`src/pxc2_pkg.sv`:
```
// package: register map, field layout and types for extended control two
package pxc2_pkg;

  // register address within the management frame space
  localparam logic [4:0]  EXT_CTRL_TWO_ADDR = 5'h13;

  // field positions
  localparam int NODE_REP_BIT = 15;
  localparam int HW_SW_BIT    = 14;
  localparam int RFAULT_BIT   = 13;
  localparam int TX_HIZ_BIT   = 7;
  localparam int AUTO_PD_BIT  = 0;

  // writable storage: reserved rw bits, tri-state bit, auto power-down bit
  localparam logic [15:0] WRITE_MASK  = 16'h1BFF;
  localparam logic [15:0] RESET_VALUE = 16'h0001;

  // one management access toward this register
  typedef struct packed {
    logic        valid;
    logic        write;
    logic [4:0]  addr;
    logic [15:0] wdata;
  } pxc2_req_type;

  // link status inputs relevant to this register
  typedef struct packed {
    logic speed_100;
    logic full_duplex;
    logic tx_active;
    logic rx_active;
    logic remote_fault;
  } pxc2_link_type;

endpackage

```
`src/pxc2_ext_ctrl.sv`:
```
// module: extended control two register and the controls it steers
// Contract
// - bit 15 reads node (0) or repeater (1) pin strap, also in software configuration, read-only
// - bit 14 reads hardware (0) or software (1) configuration, read-only
// - bits 15 and 14 take the configuration pin levels sampled at reset
// - in software configuration, operating setup comes from register bits
// - node operation defaults to signal quality error test enabled
// - node operation asserts carrier sense on transmit or receive activity
// - bit 13 mirrors the partner's received remote fault indication
// - bit 13 always equals the partner ability remote fault bit
// - bit 7 set tri-states both twisted-pair transmit outputs; resets 0
// - bit 0 set at 10 Mb/s powers down 100 Mb/s transceiver; resets 1
// - bit 0 clear never powers down the transceiver automatically
// - isolate also powers down the transceiver, independent of bit 0
// - signal quality error test suppressed in full duplex and repeater
`timescale 1ns/1ns
module pxc2_ext_ctrl
  import pxc2_pkg::*;
(
  // clock and reset
  input  wire logic          clk,
  input  wire logic          rst,
  // configuration pins, asynchronous
  input  wire logic          node_repeater_select,
  input  wire logic          hw_sw_select,
  // software configuration from other management registers
  input  wire logic          sw_repeater,
  input  wire logic          sq_test_inhibit,
  input  wire logic          isolate,
  // management access, same clock
  input  wire pxc2_req_type  req,
  output logic               rd_valid,
  output logic [15:0]        rd_data,
  // link status, same clock
  input  wire pxc2_link_type link,
  // controls to transceiver and mac
  output logic               tx_pair_hiz_enable,
  output logic               tx_pair_positive_oe,
  output logic               tx_pair_negative_oe,
  output logic               tx100_power_down,
  output logic               signal_quality_error_test,
  output logic               carrier_sense
);

  // pin synchronisers; first stage read only by second stage
  logic       nr_meta;
  logic       nr_sync;
  logic       hs_meta;
  logic       hs_sync;
  logic       rst_d;
  logic       strap_node_rep;
  logic       strap_hw_sw;
  logic [15:0] stored;

  always_ff @(posedge clk)
  begin
    nr_meta <= node_repeater_select;
    nr_sync <= nr_meta;
    hs_meta <= hw_sw_select;
    hs_sync <= hs_meta;
  end

  // straps caught on the first edge after reset release
  always_ff @(posedge clk)
  begin
    rst_d <= rst;
    if (rst_d && !rst)
    begin
      strap_node_rep <= nr_sync;
      strap_hw_sw    <= hs_sync;
    end
  end

  // decode of management access
  wire hit      = req.valid && (req.addr == EXT_CTRL_TWO_ADDR);
  wire wr_hit   = hit && req.write;
  wire rd_hit   = hit && !req.write;
  // reserved bits keep what was written; station owes zeros there
  wire [15:0] next_stored = (stored & ~WRITE_MASK)
                          | (req.wdata & WRITE_MASK);

  // writable bits; read-only bits never stored
  always_ff @(posedge clk)
  begin
    if (rst)
      stored <= RESET_VALUE;
    else if (wr_hit)
      stored <= next_stored;
  end

  // effective mode: software config overrides pins
  wire repeater = strap_hw_sw ? sw_repeater : strap_node_rep;
  wire node     = !repeater;

  // read word assembly
  wire [15:0] read_word = {strap_node_rep,
                           strap_hw_sw,
                           link.remote_fault,
                           stored[12:0]};

  wire next_pd  = (stored[AUTO_PD_BIT] && !link.speed_100)
                || isolate;
  // inhibit and duplex only ever take the test away, never grant it
  wire next_sq_test = node && !sq_test_inhibit
                    && !link.full_duplex;
  wire next_crs = node ? (link.tx_active || link.rx_active)
                       : link.rx_active;

  // answer and control outputs, all registered
  always_ff @(posedge clk)
  begin
    if (rst)
    begin
      rd_valid                  <= 1'b0;
      rd_data                   <= 16'h0000;
      tx_pair_hiz_enable        <= 1'b0;
      tx_pair_positive_oe       <= 1'b0;
      tx_pair_negative_oe       <= 1'b0;
      tx100_power_down          <= 1'b0;
      signal_quality_error_test <= 1'b0;
      carrier_sense             <= 1'b0;
    end
    else
    begin
      rd_valid                  <= rd_hit;
      rd_data                   <= rd_hit ? read_word : 16'h0000;
      tx_pair_hiz_enable        <= stored[TX_HIZ_BIT];
      tx_pair_positive_oe       <= !stored[TX_HIZ_BIT];
      tx_pair_negative_oe       <= !stored[TX_HIZ_BIT];
      tx100_power_down          <= next_pd;
      signal_quality_error_test <= next_sq_test;
      carrier_sense             <= next_crs;
    end
  end
endmodule // pxc2_ext_ctrl

```
`config.mk`:
```
export PLATFORM = sky130hd
export DESIGN_NAME = pxc2_ext_ctrl
export DESIGN_NICKNAME = d
export VERILOG_FILES = /design/src/pxc2_pkg.sv /design/src/pxc2_ext_ctrl.sv
export SDC_FILE = /design/constraint.sdc
export NUM_CORES = 1
export LEC_CHECK = 0
export BUFFER_PORTS_ARGS = -buffer_cell sky130_fd_sc_hd__buf_2
export CORE_MARGIN = 2
export CORE_UTILIZATION = 45
export DETAILED_ROUTE_END_ITERATION = 10
export PLACE_DENSITY_LB_ADDON = 0.12
export SYNTH_ARGS = -nofsm -noshare
export SYNTH_HDL_FRONTEND = slang
export SYNTH_SLANG_ARGS = --single-unit
```
`constraint.sdc`:
```
create_clock -name clk -period 1.1 [get_ports clk]
set_input_delay 0.055 -clock clk [delete_from_list [all_inputs] [get_ports clk]]
set_output_delay 0.055 -clock clk [all_outputs]
set_load 0.01 [all_outputs]
```
### Yosys cells after proc, flatten, opt, wreduce, memory -nomap -nowiden

Cells that the tools add are included.

* word-level logic and storage cells: 37
* register bits: 45
* output and inout bits: 23
* input bits: 35

* muxes and demuxes: 2
* reduce and logical (&&, ||, !) cells: 17
* eq/ne operators: 1
* bitwise gates (word level): 2

Operators with widths (count)
* 16-bit by 13-bit OR with 16-bit output: 1
* 1-bit logical AND: 7
* 1-bit zero test: 7
* 5-bit equality test (second input constant): 1
* 1-bit logical OR: 2
* 1-bit two-way mux: 2
* 2-bit OR reduction: 1
* 1-bit NOT: 1

### Depth between registers and ports, before layout

Gate-level depths: netlist (run 1).

* depth after elaboration: 5
* gate-level depth with buffers: 4
* depth with buffers taken out: 3

### Worst setup path after synthesis (run 1)

Ideal clock, no wire load.

* kind: register to register
* from: register strap_hw_sw
* to: register carrier_sense
* arrival time: 0.800 ns
* cell stages (with the launch flop): 4
* setup time: 0.115 ns
* data required time: 0.985 ns
* setup slack: 0.185 ns
* cell sequence: edfxtp_1 -> mux2_2 -> nor2_1 -> o21ba_2

* cells in the longest elaborated chain, start to end: 2

Ends and longest elaborated chain
* start: declaration: RTL line pxc2_ext_ctrl.sv:52 `logic strap_hw_sw;`
* start signal: assignment: RTL line pxc2_ext_ctrl.sv:70 `strap_hw_sw <= hs_sync;`
* 1-bit two-way mux: RTL line pxc2_ext_ctrl.sv:92 `wire repeater = strap_hw_sw ? sw_repeater : strap_node_rep;`
* 1-bit two-way mux: RTL line pxc2_ext_ctrl.sv:106 `wire next_crs = node ? (link.tx_active || link.rx_active)`
* end signal: assignment: RTL line pxc2_ext_ctrl.sv:132 `carrier_sense <= next_crs;`
* end: declaration: RTL line pxc2_ext_ctrl.sv:42 `output logic carrier_sense`

No other way between the ends.
A chain may end at the register's enable or synchronous reset.

### Worst setup path in the final report (run 1)

* from: register strap_hw_sw
* to: register signal_quality_error_test

* cells in the longest elaborated chain, start to end: 4

Ends and longest elaborated chain
* 1-bit two-way mux: RTL line pxc2_ext_ctrl.sv:92
* 1-bit zero test: RTL line pxc2_ext_ctrl.sv:93 `wire node = !repeater;`
* 1-bit logical AND: RTL line pxc2_ext_ctrl.sv:104 `wire next_sq_test = node && !sq_test_inhibit`
* 1-bit logical AND: RTL line pxc2_ext_ctrl.sv:105 `&& !link.full_duplex;`
* end signal: assignment: RTL line pxc2_ext_ctrl.sv:131 `signal_quality_error_test <= next_sq_test;`
* end: declaration: RTL line pxc2_ext_ctrl.sv:41 `output logic signal_quality_error_test,`

No other way between the ends.

==> impl_metrics.py, run 1 <==
metrics = {
    "outcome": {
        "status": "complete, no violations",
    },
    "finish": {
        "fin_nets": 229,
        "fin_area_um2": 1890,
        "fin_util_pct": 67.8,
        "drive_above_1_share_pct": 41.5,
        "fin_cells": 226,
        "syn_to_final_growth_pct": 42.5,
        "n_antenna_cell": 0,
    },
    "global_routing": {
        "grt_antenna_before_repair": 0,
        "grt_util_all_layers_pct": 18.5,
        "grt_pass1_vias": 1100,
        "grt_max_degree": 17,
        "grt_pass1_wl_um": 4570,
        "overflow": 0,
    },
    "clock_network": {
        "worstSkewPairLatency_ns": 0.33,
        "cts_buffers": 5,
        "h-tree-depth": 2,
        "clock-sinks": 40,
        "clk_pin_slew_worst_paths_ns": 0.11,
        "cts_setup_buffers": 0,
        "root_buffer": "clkbuf_4",
        "clk_path_buf_depth": 2,
        "cts_tree": "yes",
    },
    "drt": {
        "first_pass_iters": 4,
        "routed-wl-met2_um": 1320,
        "wl_met1_um": 1170,
        "dr_wl_met3_um": 168,
        "dr.max_layer_used": "met4",
        "avgRoutedWirePerCell_um": 12.0,
        "vias": 1090,
        "vias_per_cell": 4.82,
        "drc": 0,
        "drtIter0Drc": 12,
        "wirelength_um": 2710,
        "ant_nets": 0,
    },
    "pwr": {
        "p_per_area_nw_per_um2": 1330,
        "ir_worst_vdd_v": 0.00126,
        "total_power_mw": 2.51,
        "p_leak_nw": 0.868,
    },
    "synthesis": {
        "yosysSeqAreaShare_pct": 62.0,
        "synthArstFlopShare_pct": 0,
        "synth.net_count": 153,
        "synth-edff-count": 2,
        "synth_warnings": 0,
        "synth_cell_types": 28,
        "ys.flop_type": "dfxtp_1",
        "mappedNetlistArea_um2": 1320,
        "synthCells": 118,
        "synth-seq-cells": 40,
        "avgSynthCellArea_um2": 11.2,
    },
    "critical_path": {
        "crit_required_ns": 1.33,
        "worstSetupEndpointType": "register",
        "cpPeakStageDelay_ns": 0.37,
        "rrSetupSlack_ns": 0.03,
        "crit_chain": "mux2_2 > nor4_1",
        "critPathArrivalTime_ns": 1.30,
        "start_kind": "register",
        "criticalPathCategory": "reg2reg",
        "r2r_cells": 2,
        "r2r-start": "strap_hw_sw",
        "r2r_end": "signal_quality_error_test",
        "cp_slowest_cell": "edfxtp_1",
        "crit_fanout": 2,
    },
    "placed_design": {
        "pre_cts_ws_ns": 0.0313,
        "place_congestion": 0.738,
        "dpl_cell_area_um2": 1630,
        "dp.cells": 199,
        "numPortBuffers": 52,
        "post-dp-hpwl_um": 1890,
    },
    "floorplan": {
        "die_w_um": 58.2,
        "die_area_um2": 3390,
        "die_h_um": 58.2,
        "ioPinCount": 58,
        "fp.coreArea_um2": 2780,
        "rows": 19,
        "start_util_pct": 47.6,
    },
    "sta": {
        "timing.final.crit_share_pct": 97.1,
        "fmax_mhz": 936,
        "rsz0062_at_grt": "false",
        "finalMaxSlewViolations": 0,
        "report.final.hold_viol_count": 0,
        "clock_skew_ns": 0.00511,
        "tns_ns": 0,
        "finalSetupViolations": 0,
        "hold_slack_ns": 0.0397,
        "fin_crit_ns": 1.07,
        "fin_ws_ns": 0.0319,
    },
    "flow_run": {
        "maxCapViolations": 0,
    },
    "worst_hold_path": {
        "hold_depth": 3,
        "min_path_type": "in2reg",
        "holdPathEnd": "signal_quality_error_test",
        "min-delay-start": "sw_repeater",
    },
}
[timing repair]
action	in CTS	in global routing
hold buffers	19	0
hold endpoints to repair	17	0
gates resized for setup	0	0
[cell families (layout without fill, tap and decap cells)]
| logic type | Yosys count | count (layout) | share of synthesized area [%] |
|---|---|---|---|
| other cells | 1 | 1 | 0.283 |
| mux | 1 | 1 | 0.851 |
| flops | 40 | 40 | 62.0 |
| buf+inv | 12 | 89 | 4.73 |
| compound gates | 25 | 25 | 10.1 |
| simple gates | 39 | 39 | 22.0 |
[registers in the layout (all words and copies together), names as in the netlist]
register and count:
nr_meta 1, hs_meta 1, strap_node_rep 1, rd_valid 1, rst_d 1, tx_pair_hiz_enable 1, stored 12, rd_data 15
hs_sync 1, tx100_power_down 1, strap_hw_sw 1, tx_pair_negative_oe 1, carrier_sense 1, nr_sync 1, signal_quality_error_test 1
[routing by layer]
layer  up-vias  global-route usage (%)
met5         -                       0
met2        38                    33.3
met1       490                    19.6
li1        555                       -
met4         0                    7.97
met3         7                    6.03
[synth_stat cells (2+ instances only)]
library cell | count | area (um^2)
a21oi_1 | 11 | 55.1
and2_1 | 6 | 37.5
and2_2 | 9 | 67.6
buf_2 | 2 | 10.0
buf_4 | 2 | 15.0
clkbuf_1 | 5 | 18.8
dfxtp_1 | 38 | 761
edfxtp_1 | 2 | 60.1
inv_1 | 2 | 7.51
nand4_1 | 10 | 62.6
nor2_1 | 3 | 11.3
nor2b_1 | 2 | 12.5
o21ai_0 | 11 | 55.1
[placed cells by master (no fill, tap or decap), types with 2 or more instances in the layout]
cell type      Yosys  routed
a21oi_1           11      11
and2_1             6       6
and2_2             9       9
buf_2              2      52
buf_4              2       8
clkbuf_4           0       5
clkbuf_8           0       2
dfxtp_1           38      38
dlygate4sd3_1      0      19
edfxtp_1           2       2
inv_1              2       2
nand4_1           10      10
nor2_1             3       3
nor2b_1            2       2
o21ai_0           11      11
[worst max-delay path, delay by kind of cell, from the launching register on]
kind	cells	cell delay, ns
and+or+nand+nor	1	0.23
DFF	1	0.37
muxes	1	0.36
[area by class of cell]
class                   instances  area, um^2
repair buffers                 79         510
multi-input cells              66         440
fillers                       213         895
flip-flops and latches         40         821
clock buffers                   8        68.8
well taps                      31        38.8
inverters                       2        7.51
[power breakdown]
part | switching, mW | internal, mW
Combinational | 0.0883 | 0.123
Clock | 0.428 | 0.376
Sequential | 0.00775 | 1.49
[worst max-delay path by stage]
stage | cells after the start | to | slack [ns] | from
final | 2 | signal_quality_error_test | 0.03 | strap_hw_sw
after global routing | 2 | signal_quality_error_test | 0.01 | strap_hw_sw
after floorplan | 3 | carrier_sense | 0.18 | strap_hw_sw
after global placement | 5 | rd_data[9] | 0.06 | req[18]
after CTS | 2 | signal_quality_error_test | 0.02 | strap_hw_sw
after detailed placement | 5 | rd_data[7] | 0.03 | req[18]
(Power assumes the default switching activity.)
==> run 2: changes to the inputs <==
--- a/config.mk
+++ b/config.mk
@@ -5,10 +5,10 @@
 export SDC_FILE = /design/constraint.sdc
 export NUM_CORES = 1
 export LEC_CHECK = 0
-export BUFFER_PORTS_ARGS = -buffer_cell sky130_fd_sc_hd__buf_2
 export CORE_MARGIN = 2
-export CORE_UTILIZATION = 45
+export CORE_UTILIZATION = 59
 export DETAILED_ROUTE_END_ITERATION = 10
+export DONT_BUFFER_PORTS = 1
 export PLACE_DENSITY_LB_ADDON = 0.12
 export SYNTH_ARGS = -nofsm -noshare
 export SYNTH_HDL_FRONTEND = slang
==> run 2 against run 1 <==
Compared with the run above:
- global-route usage grew 5.7 points
- critical path type unchanged
- via count shrank 6.7%
- first-iteration DRC count is 75% higher
- critical endpoint is now tx_pair_negative_oe
- critical path depth is the same
- fmax is 1.3% higher
==> impl_metrics.py, run 2 (synthesis gave the netlist of run 1 again) <==
metrics = {
    "outcome": {
        "status": "complete, no violations",
    },
    "critical_path": {
        "start_kind": "register",
        "criticalPathCategory": "reg2reg",
        "crit_fanout": 3,
        "worstSetupEndpointType": "register",
        "crit_required_ns": 1.33,
        "critPathArrivalTime_ns": 1.29,
    },
    "clock_network": {
        "h-tree-depth": 2,
        "cts_buffers": 5,
        "clk_pin_slew_worst_paths_ns": 0.11,
        "cts_tree": "yes",
        "clk_path_buf_depth": 2,
        "worstSkewPairLatency_ns": 0.34,
        "cts_setup_buffers": 0,
        "root_buffer": "clkbuf_4",
        "clock-sinks": 40,
    },
    "placed_design": {
        "pre_cts_ws_ns": 0.123,
        "place_congestion": 0.645,
        "dpl_cell_area_um2": 1330,
        "numPortBuffers": 0,
        "dp.cells": 140,
    },
    "finish": {
        "multi_input_area_um2": 465,
        "top_register": "rd_data",
        "fin_cells": 181,
        "largest_register_ffs": 15,
        "fin_nets": 187,
        "drive_above_1_share_pct": 21.6,
        "fin_area_um2": 1770,
        "largestRegisters": "rd_data: 15 flops, stored: 12 flops",
        "final_cell_mix": "37 x dfxtp_1, 27 x dlygate4sd3_1, 11 x o21ai_0, 10 x nand4_1, 9 x and2_2",
        "final_common_cell": "dfxtp_1",
        "n_antenna_cell": 0,
        "syn_to_final_growth_pct": 34.0,
        "fin_util_pct": 81.8,
        "register_area_um2": 822,
        "nFillCells": 142,
    },
    "floorplan": {
        "rows": 17,
        "start_util_pct": 61.0,
        "die_w_um": 51.4,
        "ioPinCount": 58,
        "die_h_um": 51.4,
        "fp.coreArea_um2": 2170,
        "die_area_um2": 2640,
    },
    "sta": {
        "tns_ns": 0,
        "tightest_slew_ns": 0.759,
        "finalMaxSlewViolations": 0,
        "rsz0062_at_grt": "false",
        "fmax_mhz": 949,
        "fin_ws_ns": 0.0461,
        "report.final.hold_viol_count": 0,
        "slew_headroom_pct": 49.4,
        "timing.final.crit_share_pct": 95.8,
        "finalSetupViolations": 0,
        "fin_crit_ns": 1.05,
        "clock_skew_ns": 0.00149,
    },
    "global_routing": {
        "grt_pass1_vias": 1000,
        "grt_max_degree": 18,
        "grt_util_all_layers_pct": 24.2,
        "grt_pass1_wl_um": 4480,
        "grt_antenna_before_repair": 0,
        "overflow": 0,
    },
    "pwr": {
        "ir_worst_vdd_v": 0.00137,
        "combPwrFrac_pct": 6.3,
        "clkPwrFrac_pct": 32.9,
        "internal_power_mw": 1.95,
        "p_per_area_nw_per_um2": 1390,
        "p_seq_share_pct": 60.8,
        "sw_frac_of_total_pct": 20.7,
        "switching_power_mw": 0.511,
        "p_leak_nw": 0.681,
    },
    "worst_hold_path": {
        "min_path_type": "in2reg",
    },
    "drt": {
        "vias": 1017,
        "wirelength_um": 2980,
        "drc": 0,
        "vias_per_cell": 5.62,
        "drtIter0Drc": 21,
        "first_pass_iters": 4,
        "ant_nets": 0,
        "avgRoutedWirePerCell_um": 16.4,
    },
    "flow_run": {
        "maxCapViolations": 0,
    },
}
-- run 2: changes by cell type in the layout (fill, tap and decap cells not counted), sizes merged --
cell / before / now
buf: 60 / 4
dlymetal6s4s: 0 / 6
dlygate4sd3: 19 / 27
-- run 2: final cells by class --
class | count | area share (%)
sequential | 40 | 46.3
multi-input combinational | 66 | 26.2
timing repair buffer | 37 | 21.2
clock buffer | 8 | 3.88
tap | 28 | 1.97
inverter | 2 | 0.423
-- run 2: power by group through the flow --
stage	Combinational, mW	Clock, mW	Sequential (mW)
floorplan	0.0647	0	1.53
global placement	0.0531	0	1.53
detailed placement	0.0554	0	1.53
CTS	0.140	0.823	1.50
global route	0.165	0.907	1.50
finish	0.155	0.811	1.50
-- run 2: layer usage --
layer | up-vias | part of all wire [%] | track usage (%)
met5 | - | 0 | 0
met4 | 0 | 1.7 | 10.5
met3 | 7 | 8.2 | 8.77
met2 | 57 | 52 | 39.7
met1 | 478 | 38 | 28.1
li1 | 475 | - | -
-- run 2: per-stage QoR --
stage	hold WS, ns	total power, mW
finish	0.0776	2.47
global route	0.0676	2.58
CTS	0.0904	2.46
detailed placement	0.0828	1.59
global placement	0.0828	1.59
floorplan	0.0827	1.59
-- run 2: worst max-delay path, cell delays in order (launching register included) --
cell and delay [ns]:
dfxtp_2 0.35, nor2_1 0.04, dlygate4sd3_1 0.55
-- run 2: final timing paths --
kind	depth (start not counted)	from	to	slack, ns
worst max-delay path	2	stored[7]	tx_pair_negative_oe	0.05
worst min-delay path	3	req[21]	stored[9]	0.08
worst max register to register	2	stored[7]	tx_pair_negative_oe	0.05
worst min register to register	0	nr_meta	nr_sync	0.34
-- run 2: what timing repair did --
action / 4_1_cts / 5_1_grt
hold buffers: 37 / 1
resized for setup: 0 / 14
setup endpoints to repair: 0 / 14
hold endpoints to repair: 24 / 5
==> run 3: changes to the inputs <==
--- a/config.mk
+++ b/config.mk
@@ -7,6 +7,7 @@
 export LEC_CHECK = 0
 export CORE_MARGIN = 2
 export CORE_UTILIZATION = 59
+export CTS_BUF_LIST = sky130_fd_sc_hd__clkbuf_16
 export DETAILED_ROUTE_END_ITERATION = 10
 export DONT_BUFFER_PORTS = 1
 export PLACE_DENSITY_LB_ADDON = 0.12
==> constraint.sdc (replaced) <==
create_clock -name clk -period 1 [get_ports clk]
set_input_delay 0.05 -clock clk [delete_from_list [all_inputs] [get_ports clk]]
set_output_delay 0.05 -clock clk [all_outputs]
set_load 0.01 [all_outputs]
==> run 3 against run 2 <==
Compared with the run above:
- the run now ends with hold timing left
- non-clock buffer count shrank 26
- combinational power is 42% lower
- clock power increased by 110%
- sequential power grew 10%
- utilization shrank 8.5 points
- largest cell class unchanged
- largest power group is now clock
==> impl_metrics.py, run 3 (synthesis gave the netlist of run 1 again) <==
metrics = {
    "outcome": {
        "status": "finished with violations",
        "violations": "hold timing",
    },
    "global_routing": {
        "overflow": 0,
        "grt_pass1_wl_um": 3850,
        "grt_antenna_before_repair": 0,
        "grt_max_degree": 21,
        "grt_pass1_vias": 840,
        "grt_util_all_layers_pct": 20.9,
    },
    "sta": {
        "fin_ws_ns": 0.0139,
        "fmax_mhz": 1010,
        "fin_crit_ns": 0.986,
        "timing.final.crit_share_pct": 98.6,
        "clock_skew_ns": 0.00217,
        "hold_slack_ns": -0.205,
        "rsz0062_at_grt": "true",
        "report.final.hold_viol_count": 21,
        "finalSetupViolations": 0,
        "finalMaxSlewViolations": 0,
    },
    "critical_path": {
        "criticalPathCategory": "reg2reg",
        "crit_required_ns": 1.17,
        "worstSetupEndpointType": "register",
        "start_kind": "register",
        "crit_chain": "mux2_2 > nor2_2 > o21ba_2",
        "crit_fanout": 2,
        "cp_slowest_cell": "edfxtp_1",
        "critPathArrivalTime_ns": 1.16,
        "cpPeakStageDelay_ns": 0.38,
    },
    "pwr": {
        "sw_frac_of_total_pct": 18.0,
        "combPwrFrac_pct": 2.6,
        "p_per_area_nw_per_um2": 2190,
        "p_leak_nw": 0.612,
        "switching_power_mw": 0.627,
        "ir_worst_vdd_v": 0.00177,
        "internal_power_mw": 2.85,
        "clkPwrFrac_pct": 49.8,
        "p_seq_share_pct": 47.6,
    },
    "flow_run": {
        "maxCapViolations": 0,
    },
    "clock_network": {
        "hold_buffers": 7,
        "clock-sinks": 40,
        "h-tree-depth": 2,
        "cts_setup_buffers": 0,
        "cts_tree": "yes",
        "root_buffer": "clkbuf_16",
        "worstSkewPairLatency_ns": 0.28,
        "clk_path_buf_depth": 2,
        "cts_buffers": 5,
        "clk_pin_slew_worst_paths_ns": 0.05,
    },
    "finish": {
        "fin_nets": 161,
        "largestRegisters": "rd_data: 15 flops, stored: 12 flops",
        "final_cell_mix": "38 x dfxtp_1, 11 x o21ai_0, 11 x a21oi_1, 10 x nand4_1, 9 x and2_2",
        "final_common_cell": "dfxtp_1",
        "syn_to_final_growth_pct": 20.0,
        "largest_register_ffs": 15,
        "fin_util_pct": 73.2,
        "n_antenna_cell": 0,
        "nFillCells": 156,
        "top_register": "rd_data",
        "drive_above_1_share_pct": 21.3,
    },
    "placed_design": {
        "numPortBuffers": 0,
        "post-dp-hpwl_um": 1540,
        "place_congestion": 0.643,
        "pre_cts_ws_ns": 0.0481,
    },
    "drt": {
        "wirelength_um": 2560,
        "avgRoutedWirePerCell_um": 16.5,
        "first_pass_iters": 4,
        "drc": 0,
        "vias": 889,
        "ant_nets": 0,
        "drtIter0Drc": 13,
        "vias_per_cell": 5.74,
    },
    "floorplan": {
        "ioPinCount": 58,
        "die_h_um": 51.4,
        "die_area_um2": 2640,
        "fp.coreArea_um2": 2170,
        "die_w_um": 51.4,
        "start_util_pct": 61.0,
        "rows": 17,
    },
    "worst_hold_path": {
        "min_path_type": "in2reg",
    },
}
run 3: final cells by class:
| class | count | area, um^2 | share of cell area, % |
|---|---|---|---|
| Timing Repair Buffer | 11 | 113 | 7.09 |
| Tap cell | 28 | 35.0 | 2.20 |
| Sequential cell | 40 | 821 | 51.7 |
| Inverter | 2 | 7.51 | 0.472 |
| Multi-Input combinational cell | 66 | 449 | 28.3 |
| Clock buffer | 5 | 125 | 7.87 |
| Clock inverter | 3 | 38.8 | 2.44 |
run 3: per-stage QoR:
stage	cell area, um^2	hold slack [ns]	power [mW]	setup TNS [ns]	instances
6_report	1590	-0.205	3.47	0	155
5_1_grt	1590	-0.213	3.58	-0.0416	155
4_1_cts	1580	-0.206	3.47	0	155
3_5_place_dp	1350	0.0778	1.75	0	140
3_3_place_gp	1350	0.0778	1.74	0	140
2_1_floorplan	1320	0.0777	1.75	0	118
run 3: what timing repair did:
action / 4_1_cts / 5_1_grt
endpoints found under the setup margin: 0 / 2
resized for setup: 0 / 2
hold endpoints to repair: 24 / 21
run 3: layer usage:
metal  track usage (%)  vias up  wire, um
li1                  -      419         -
met1              23.6      421       968
met2              32.9       41      1330
met3              9.65        8       200
met4              10.5        0        62
met5                 0        -         0
run 3: worst max-delay path: cells and delay by family, from the launching register on:
kind	cells	cell delay (ns)
mux	1	0.27
simple gates	1	0.04
flops	1	0.38
compound gates	1	0.18
run 3: final timing paths:
path | startpoint | endpoint | slack [ns] | cells after the start
worst max-delay path | strap_hw_sw | carrier_sense | 0.01 | 3
worst min-delay path | rst | rst_d | -0.20 | 0
worst max register to register | strap_hw_sw | carrier_sense | 0.01 | 3
worst min register to register | hs_meta | hs_sync | 0.33 | 0
run 3: power groups by stage:
| stage | clock network, mW | logic (mW) | registers [mW] |
|---|---|---|---|
| after floorplan | 0 | 0.0711 | 1.68 |
| after global placement | 0 | 0.0588 | 1.69 |
| after detailed placement | 0 | 0.0607 | 1.69 |
| after CTS | 1.74 | 0.0828 | 1.65 |
| after global routing | 1.83 | 0.0974 | 1.65 |
| final | 1.73 | 0.0898 | 1.65 |
